===== config.mk =====
export PLATFORM = sky130hd
export DESIGN_NAME = scd_clock_divider
export DESIGN_NICKNAME = d
export VERILOG_FILES = /design/src/scd_pkg.sv /design/src/scd_clock_divider.sv
export SDC_FILE = /design/constraint.sdc
export NUM_CORES = 1
export LEC_CHECK = 0
export ABC_AREA = 1
export BUFFER_PORTS_ARGS = -buffer_cell sky130_fd_sc_hd__clkbuf_2
export CAP_MARGIN = 20
export CORE_ASPECT_RATIO = 0.9
export CORE_MARGIN = 8
export CORE_UTILIZATION = 58
export CTS_CLUSTER_DIAMETER = 120
export DETAILED_ROUTE_END_ITERATION = 12
export GPL_TIMING_DRIVEN = 0
export PLACE_DENSITY = 0.94
export SYNTH_ARGS = -nofsm -noshare
export SYNTH_HDL_FRONTEND = slang
export SYNTH_SLANG_ARGS = --single-unit

===== constraint.sdc =====
create_clock -name clk_i -period 3.85 [get_ports clk_i]
set_input_delay 0.5775 -clock clk_i [delete_from_list [all_inputs] [get_ports clk_i]]
set_output_delay 0.5775 -clock clk_i [all_outputs]
set_load 0.03 [all_outputs]

===== src/scd_pkg.sv =====
package scd_pkg;
	// Register offset
	localparam logic [7:0] SCD_DIVISOR_ADDR = 8'h95;
	localparam logic [7:0] SCD_DIVISOR_RST  = 8'h00;
	// Configuration byte field positions and unprogrammed value
	localparam int         SCD_CFG_SRC_LO   = 0;
	localparam int         SCD_CFG_SRC_HI   = 1;
	localparam int         SCD_CFG_RCFS     = 3;
	localparam int         SCD_CFG_FILT     = 4;
	localparam logic [7:0] SCD_CFG_UNPROG   = 8'hff;
	// Source encodings
	localparam logic [1:0] SCD_SRC_EXT      = 2'h0;
	localparam logic [1:0] SCD_SRC_XTAL     = 2'h1;
	localparam logic [1:0] SCD_SRC_RSVD     = 2'h2;
	localparam logic [1:0] SCD_SRC_RC       = 2'h3;
	// Filter depth in cycles
	localparam int         SCD_FILT_LEN     = 3;

	typedef enum logic [1:0] {
		SCD_ST_UNDIV = 2'b01,
		SCD_ST_DIV   = 2'b10
	} scd_state_t;
endpackage : scd_pkg


===== src/scd_clock_divider.sv =====
// Implementation choice: the strobed register port.
`timescale 1ns/1ps
module scd_clock_divider
	import scd_pkg::*;
(
	input  wire logic       clk_i,
	input  wire logic       rst_i,
	input  wire logic [7:0] cfg_byte_i,
	input  wire logic       rc_tick_i,
	input  wire logic       xtal_in_pin_i,
	output logic            xtal_out_pin_o,
	output logic            xtal_out_pin_oe_o,
	input  wire logic [7:0] addr_i,
	input  wire logic [7:0] wdata_i,
	input  wire logic       wr_i,
	input  wire logic       rd_i,
	output logic      [7:0] rdata_o,
	output logic            osc_tick_o,
	output logic            sys_clk_en_o,
	output logic      [1:0] osc_source_sel_o,
	output logic            cfg_reserved_o
);
	logic [7:0]              cfg_q;
	logic [7:0]              sys_clk_divisor_q;
	logic [7:0]              div_active_q;
	logic [7:0]              cnt_q;
	logic                    phase_q;
	logic                    rc_half_q;
	logic [SCD_FILT_LEN-1:0] filt_sh_q;
	logic                    filt_lvl_q;
	logic                    xin_prev_q;
	logic                    osc_tick;
	logic                    xin_lvl;
	logic                    xin_rise;
	logic                    rc_tick;
	logic                    boundary;
	scd_state_t              state_q;

	// Configuration captured on the first clock after reset is released; all ones while unprogrammed
	always_ff @(posedge clk_i) begin
		if (rst_i) begin
			cfg_q <= SCD_CFG_UNPROG;
		end else if (cfg_q == SCD_CFG_UNPROG) begin
			cfg_q <= cfg_byte_i;
		end
	end

	// RC halving path
	always_ff @(posedge clk_i) begin
		if (rst_i) begin
			rc_half_q <= 1'b0;
		end else if (rc_tick_i) begin
			rc_half_q <= ~rc_half_q;
		end
	end
	assign rc_tick = cfg_q[SCD_CFG_RCFS] ? rc_tick_i
		: (rc_tick_i & rc_half_q);

	// Crystal input noise filter: level must hold for the full depth
	always_ff @(posedge clk_i) begin
		if (rst_i) begin
			filt_sh_q  <= '0;
			filt_lvl_q <= 1'b0;
			xin_prev_q <= 1'b0;
		end else begin
			filt_sh_q <= {filt_sh_q[SCD_FILT_LEN-2:0], xtal_in_pin_i};
			if (&filt_sh_q) begin
				filt_lvl_q <= 1'b1;
			end else if (~|filt_sh_q) begin
				filt_lvl_q <= 1'b0;
			end
			xin_prev_q <= xin_lvl;
		end
	end
	assign xin_lvl  = cfg_q[SCD_CFG_FILT] ? filt_lvl_q
		: xtal_in_pin_i;
	assign xin_rise = xin_lvl & ~xin_prev_q;

	// Source select
	always_comb begin
		case (cfg_q[SCD_CFG_SRC_HI:SCD_CFG_SRC_LO])
			SCD_SRC_RC:   osc_tick = rc_tick;
			SCD_SRC_XTAL: osc_tick = xin_rise;
			SCD_SRC_EXT:  osc_tick = xin_rise;
			default:      osc_tick = 1'b0;
		endcase
	end
	assign osc_tick_o       = osc_tick;
	assign osc_source_sel_o = cfg_q[SCD_CFG_SRC_HI:SCD_CFG_SRC_LO];
	assign cfg_reserved_o   = (osc_source_sel_o == SCD_SRC_RSVD);

	// Amplifier drives out pin only in crystal mode
	assign xtal_out_pin_oe_o = (osc_source_sel_o == SCD_SRC_XTAL);
	assign xtal_out_pin_o    = ~xtal_in_pin_i & xtal_out_pin_oe_o;

	// Divisor register
	always_ff @(posedge clk_i) begin
		if (rst_i) begin
			sys_clk_divisor_q <= SCD_DIVISOR_RST;
		end else if (wr_i && addr_i == SCD_DIVISOR_ADDR) begin
			sys_clk_divisor_q <= wdata_i;
		end
	end

	always_ff @(posedge clk_i) begin
		if (rst_i) begin
			rdata_o <= 8'h00;
		end else if (rd_i) begin
			rdata_o <= (addr_i == SCD_DIVISOR_ADDR)
				? sys_clk_divisor_q : 8'h00;
		end else begin
			rdata_o <= 8'h00;
		end
	end

	// Divider: for N above zero, half period of N+1 ticks, two halves per output period; N of zero gives one tick per period
	assign boundary = (div_active_q == 8'h00) ? osc_tick
		: (osc_tick && cnt_q == div_active_q && phase_q);

	always_ff @(posedge clk_i) begin
		if (rst_i) begin
			div_active_q <= SCD_DIVISOR_RST;
			state_q      <= SCD_ST_UNDIV;
		end else if (boundary) begin
			div_active_q <= sys_clk_divisor_q;
			state_q <= (sys_clk_divisor_q == 8'h00) ? SCD_ST_UNDIV
				: SCD_ST_DIV;
		end
	end

	always_ff @(posedge clk_i) begin
		if (rst_i || boundary) begin
			cnt_q   <= 8'h00;
			phase_q <= 1'b0;
		end else if (osc_tick) begin
			if (cnt_q == div_active_q) begin
				cnt_q   <= 8'h00;
				phase_q <= 1'b1;
			end else begin
				cnt_q <= cnt_q + 8'h01;
			end
		end
	end

	always_comb begin
		case (state_q)
			SCD_ST_UNDIV: sys_clk_en_o = osc_tick;
			SCD_ST_DIV:   sys_clk_en_o = boundary;
			default:      sys_clk_en_o = 1'b0;
		endcase
	end

	// Independent tick count per system period for the ratio checks
	logic [9:0] ref_ticks_q;
	logic [7:0] ref_div_q;
	logic       ref_valid_q;
	logic [9:0] ref_exp;

	always_ff @(posedge clk_i) begin
		if (rst_i) begin
			ref_ticks_q <= 10'h000;
			ref_div_q   <= 8'h00;
			ref_valid_q <= 1'b0;
		end else if (sys_clk_en_o) begin
			ref_ticks_q <= 10'h000;
			ref_div_q   <= sys_clk_divisor_q;
			ref_valid_q <= 1'b1;
		end else if (osc_tick) begin
			ref_ticks_q <= ref_ticks_q + 10'h001;
		end
	end

	// One tick per period undivided, otherwise twice the divisor plus two
	assign ref_exp = (ref_div_q == 8'h00) ? 10'h001
		: {1'b0, ref_div_q, 1'b0} + 10'h002;

	// Raw RC ticks skipped since the last passed one
	logic [1:0] rc_skip_q;
	logic       rc_seen_q;

	always_ff @(posedge clk_i) begin
		if (rst_i) begin
			rc_skip_q <= 2'h0;
			rc_seen_q <= 1'b0;
		end else if (osc_tick) begin
			rc_skip_q <= 2'h0;
			rc_seen_q <= ~cfg_q[SCD_CFG_RCFS];
		end else if (rc_tick_i && rc_skip_q != 2'h3) begin
			rc_skip_q <= rc_skip_q + 2'h1;
		end
	end

	a_div_reset: assert property (@(posedge clk_i)
		rst_i |=> sys_clk_divisor_q == 8'h00)
		else $error("divisor not cleared by reset");
	a_div_write: assert property (@(posedge clk_i) disable iff (rst_i)
		wr_i && addr_i == SCD_DIVISOR_ADDR |=> sys_clk_divisor_q == $past(wdata_i))
		else $error("divisor write lost");
	a_undiv_pass: assert property (@(posedge clk_i) disable iff (rst_i)
		div_active_q == 8'h00 |-> sys_clk_en_o == osc_tick)
		else $error("undivided clock mismatch");
	a_div_ratio: assert property (@(posedge clk_i) disable iff (rst_i)
		sys_clk_en_o && div_active_q != 8'h00 |-> cnt_q == div_active_q && phase_q)
		else $error("divided pulse off ratio");
	a_switch_bound: assert property (@(posedge clk_i) disable iff (rst_i)
		div_active_q != $past(div_active_q) |-> $past(boundary))
		else $error("divisor applied mid period");
	a_rc_source: assert property (@(posedge clk_i) disable iff (rst_i)
		osc_source_sel_o == SCD_SRC_RC |-> osc_tick == rc_tick)
		else $error("rc not selected");
	a_xtal_source: assert property (@(posedge clk_i) disable iff (rst_i)
		osc_source_sel_o == SCD_SRC_XTAL |-> osc_tick == xin_rise && xtal_out_pin_oe_o)
		else $error("crystal not selected");
	a_ext_source: assert property (@(posedge clk_i) disable iff (rst_i)
		osc_source_sel_o == SCD_SRC_EXT |-> osc_tick == xin_rise && !xtal_out_pin_oe_o)
		else $error("external clock not selected");
	a_rc_half: assert property (@(posedge clk_i) disable iff (rst_i)
		osc_source_sel_o == SCD_SRC_RC && !cfg_q[SCD_CFG_RCFS] && osc_tick
		|=> !osc_tick)
		else $error("rc halving broken");
	a_filt_bypass: assert property (@(posedge clk_i) disable iff (rst_i)
		!cfg_q[SCD_CFG_FILT] |-> xin_lvl == xtal_in_pin_i)
		else $error("filter not bypassed");
	a_cfg_default: assert property (@(posedge clk_i)
		rst_i |=> cfg_q == SCD_CFG_UNPROG)
		else $error("config default wrong");

	// Period length and register port checks
	a_period_len: assert property (@(posedge clk_i) disable iff (rst_i)
		sys_clk_en_o && ref_valid_q |-> ref_ticks_q + 10'h001 == ref_exp)
		else $error("system period length wrong");
	a_period_cap: assert property (@(posedge clk_i) disable iff (rst_i)
		osc_tick && !sys_clk_en_o && ref_valid_q |-> ref_ticks_q + 10'h001 < ref_exp)
		else $error("system pulse missed");
	a_en_on_tick: assert property (@(posedge clk_i) disable iff (rst_i)
		sys_clk_en_o |-> osc_tick)
		else $error("system pulse without tick");
	a_switch_hold: assert property (@(posedge clk_i) disable iff (rst_i)
		!boundary |=> $stable(div_active_q))
		else $error("divisor changed off boundary");
	a_rd_data: assert property (@(posedge clk_i) disable iff (rst_i)
		rd_i && addr_i == SCD_DIVISOR_ADDR |=> rdata_o == $past(sys_clk_divisor_q))
		else $error("divisor read wrong");
	a_rd_unmapped: assert property (@(posedge clk_i) disable iff (rst_i)
		rd_i && addr_i != SCD_DIVISOR_ADDR |=> rdata_o == 8'h00)
		else $error("unmapped read not zero");
	a_rd_idle: assert property (@(posedge clk_i) disable iff (rst_i)
		!rd_i |=> rdata_o == 8'h00)
		else $error("read data not cleared");
	a_div_hold: assert property (@(posedge clk_i) disable iff (rst_i)
		!(wr_i && addr_i == SCD_DIVISOR_ADDR) |=> $stable(sys_clk_divisor_q))
		else $error("divisor changed without write");

	// Source, pin and filter checks
	a_rsv_silent: assert property (@(posedge clk_i) disable iff (rst_i)
		cfg_reserved_o |-> !osc_tick && !sys_clk_en_o)
		else $error("reserved source ticking");
	a_xout_invert: assert property (@(posedge clk_i) disable iff (rst_i)
		xtal_out_pin_oe_o |-> xtal_out_pin_o == !xtal_in_pin_i)
		else $error("amplifier not inverting");
	a_xout_quiet: assert property (@(posedge clk_i) disable iff (rst_i)
		!xtal_out_pin_oe_o |-> !xtal_out_pin_o)
		else $error("amplifier active when off");
	a_rc_full: assert property (@(posedge clk_i) disable iff (rst_i)
		osc_source_sel_o == SCD_SRC_RC && cfg_q[SCD_CFG_RCFS] |-> osc_tick == rc_tick_i)
		else $error("rc full rate broken");
	a_rc_skip: assert property (@(posedge clk_i) disable iff (rst_i)
		osc_source_sel_o == SCD_SRC_RC && !cfg_q[SCD_CFG_RCFS] && osc_tick && rc_seen_q
		|-> rc_skip_q == 2'h1)
		else $error("rc halving ratio wrong");
	a_filt_hold: assert property (@(posedge clk_i) disable iff (rst_i)
		cfg_q[SCD_CFG_FILT] && |filt_sh_q && !(&filt_sh_q)
		|=> $stable(filt_lvl_q))
		else $error("filter passed a glitch");
	a_filt_path: assert property (@(posedge clk_i) disable iff (rst_i)
		cfg_q[SCD_CFG_FILT] |-> xin_lvl == filt_lvl_q)
		else $error("filter not inserted");
	a_cfg_frozen: assert property (@(posedge clk_i) disable iff (rst_i)
		cfg_q != SCD_CFG_UNPROG |=> $stable(cfg_q))
		else $error("config changed after capture");

	c_div_change: cover property (@(posedge clk_i) disable iff (rst_i)
		boundary && sys_clk_divisor_q != div_active_q);
	c_divided: cover property (@(posedge clk_i) disable iff (rst_i)
		sys_clk_en_o && state_q == SCD_ST_DIV);
	c_xtal: cover property (@(posedge clk_i) disable iff (rst_i)
		osc_source_sel_o == SCD_SRC_XTAL && sys_clk_en_o);
	c_rc_half: cover property (@(posedge clk_i) disable iff (rst_i)
		osc_source_sel_o == SCD_SRC_RC && !cfg_q[SCD_CFG_RCFS] && osc_tick);
	c_filtered: cover property (@(posedge clk_i) disable iff (rst_i)
		cfg_q[SCD_CFG_FILT] && xin_rise);
endmodule : scd_clock_divider


==> flow_metrics.env <==
export IMPL_outcome="completed"
export IMPL_postCtsSetupBuffers=0
export IMPL_die_w_um=80.3
export IMPL_avgSynthCellArea_um2=7.28
export IMPL_yosysTopAreaCell="dfxtp_1"
export IMPL_crit_slowest_cell="dfxtp_1"
export IMPL_yosysTopAreaCellShare_pct=45.4
export IMPL_synth_common_cells="nand2_1 (71), dfxtp_1 (49), nor2_1 (42)"
export IMPL_cts_buffers_inserted=5
export IMPL_nets=380
export IMPL_rsz0062_at_grt="no"
export IMPL_grt_pass1_vias=1859
export IMPL_drive_above_1_share_pct=20.4
export IMPL_regArea_um2=981
export IMPL_clk_pin_slew_worst_paths_ns=0.10
export IMPL_synthCells=297
export IMPL_drt_first_pass_iters=4
export IMPL_grt_antenna_before_repair=0
export IMPL_htreeDepth=2
export IMPL_setup_viol=0
export IMPL_finalNonFillerCells=394
export IMPL_place_gp_congestion=0.786
export IMPL_irDropWorstVdd_mv=0.337
export IMPL_reg2reg_depth=11
export IMPL_critPathArrivalTime_ns=1.93
export IMPL_cts_tree="done"
export IMPL_synth_most_common_cell="nand2_1"
export IMPL_required_ns=3.27
export IMPL_worstHoldPathType="flip-flop to flip-flop"
export IMPL_multi_input_area_um2=966
export IMPL_powerDensity_mw_per_mm2=653
export IMPL_grt_pass1_wl_mm=7.86
export IMPL_synth_seq_cells=49
export IMPL_synth_nets=330
export IMPL_synth_cell_type_count=31
export IMPL_synth_seq_area_share_pct=45.4
export IMPL_finalSetupTns_ns=0
export IMPL_final_util_pct=69.3
export IMPL_design_area_mm2=0.00253
export IMPL_rows=21
export IMPL_reg2reg_slack_ns=2.30
export IMPL_max_cap_viol_count=0
export IMPL_final_setup_skew_ns=0.00438
export IMPL_wl_per_cell_um=11.3
export IMPL_cts_sinks=49
export IMPL_track_usage_pct=16.3
export IMPL_synthTopCellsByArea="dfxtp_1 (45%), nand2_1 (12%), nor2_1 (7.3%)"
export IMPL_postPlaceCellArea_mm2=0.00243
export IMPL_vias_per_cell=4.94
export IMPL_whs_ns=0.440
export IMPL_tightest_slew_ns=0.508
export IMPL_cts_hold_buf=0
export IMPL_endpoint_kind="output port"
export IMPL_critPathKind="flip-flop to output port"
export IMPL_max_stage_delay_ns=0.48
export IMPL_drc=0
export IMPL_grt_max_degree=19
export IMPL_cp_max_fo=10
export IMPL_drtIter0Drc=132
export IMPL_hold_viol_final=0
export IMPL_syn_area_mm2=0.00216
export IMPL_clockBufferDepth=2
export IMPL_pin_count=45
export IMPL_vias=1946
export IMPL_cp_cell_sequence="inv_2, nand2_1, nand2_1, nor2_1, nand2_1, nor2_4, nand3_4, nand2_4, nand2_1, a21oi_2, clkbuf_2"
export IMPL_cts_root_buf="clkbuf_8"
export IMPL_post_cts_resized=0
export IMPL_fillCellCount=289
export IMPL_synth_edf_count=0
export IMPL_portBuffers=43
export IMPL_timing_slew_headroom_pct=65.9
export IMPL_post_route_min_period_ns=2.51
export IMPL_drv_slew=0
export IMPL_grt_ovfl_total=0
export IMPL_die_area_mm2=0.00594
export IMPL_cp_start_kind="flip-flop"
export IMPL_antennaDiodeCount=0
export IMPL_die_h_um=73.9
export IMPL_fin_crit_sh_pct=65.2
export IMPL_placed_cells=386
export IMPL_p_leak_nw=1.19
export IMPL_yosys_warnings=0
export IMPL_holdPathStages=2
export IMPL_routed_wl_mm=4.45
export IMPL_area_growth_syn_to_layout_pct=17.1
export IMPL_critPathMostFrequentCell="nand2_1"
export IMPL_fmax_mhz=398
export IMPL_synth_async_reset_ratio_pct=0
export IMPL_hpwl_mm=3.48
export IMPL_clk_latency_ns=0.31
export IMPL_start_util_pct=59.2
export IMPL_core_mm2=0.00365
export IMPL_ant_nets=0
export IMPL_synth_ff_type="dfxtp_1"
-- cells in the final DEF (no fill, tap or decap), drive strengths merged, types with 4 or more instances in the layout --
| cell type | instances |
|---|---|
| nand2 | 75 |
| clkbuf | 51 |
| dfxtp | 49 |
| inv | 45 |
| nor2 | 44 |
| nand3 | 28 |
| o21ai | 13 |
| a21oi | 12 |
| nand4 | 8 |
| buf | 5 |
| nor3 | 4 |
-- power breakdown --
part           internal, mW  switching (mW)  total [mW]
clock                 0.136           0.192       0.328
sequential            0.587          0.0614       0.648
combinational         0.244           0.433       0.677
-- path summary, 6_finish.rpt --
path                start              end
max              cnt_q[3]     sys_clk_en_o
min          filt_sh_q[1]     filt_sh_q[2]
max reg2reg      cnt_q[3]  div_active_q[6]
min reg2reg  filt_sh_q[1]     filt_sh_q[2]
-- cell families after synthesis --
| logic type | synth area share (%) |
|---|---|
| XOR/XNOR | 0.811 |
| adder cells (fa/ha/maj) | 1.74 |
| AO/OA/AOI/OAI | 6.31 |
| flip-flops | 45.4 |
| AND/OR/NAND/NOR | 35.8 |
| buffers and inverters | 9.90 |
-- layout make-up --
cell class	instances	share of cell area, %
Sequential cell	49	38.8
Tap cell	46	2.27
Timing Repair Buffer	43	8.50
Buffer	8	1.83
Multi-Input combinational cell	196	38.2
Clock buffer	5	2.72
Inverter	44	6.62
Clock inverter	3	1.14
-- state kept, by name, indices dropped and copies added, names as in the netlist --
register	cells
cfg_q	8
cnt_q	8
div_active_q	8
filt_lvl_q	1
filt_sh_q	3
phase_q	1
rc_half_q	1
rdata_o	8
state_q	2
sys_clk_divisor_q	8
xin_prev_q	1
-- stage by stage --
step	setup slack, ns	total power [mW]
after CTS	1.32	1.66
after floorplan	1.59	1.20
final	1.34	1.65
after global routing	1.16	1.78
after detailed placement	1.35	1.33
after global placement	1.37	1.31
-- worst max-delay path: cells and delay by family, from the launching register on --
kind	cells	cell delay, ns
buf+inv	2	0.25
flops	1	0.48
simple gates	8	0.78
compound gates	1	0.10
-- layer usage --
| metal | up-vias | GRT usage, % | wire length (um) |
|---|---|---|---|
| met1 | 857 | 18.8 | 2050 |
| met2 | 47 | 27.8 | 2130 |
| li1 | 1036 | - | - |
| met3 | 6 | 4.77 | 211 |
| met5 | - | 0 | 0 |
| met4 | 0 | 6.45 | 69 |
Note: power is estimated with default switching activity, not from simulation.
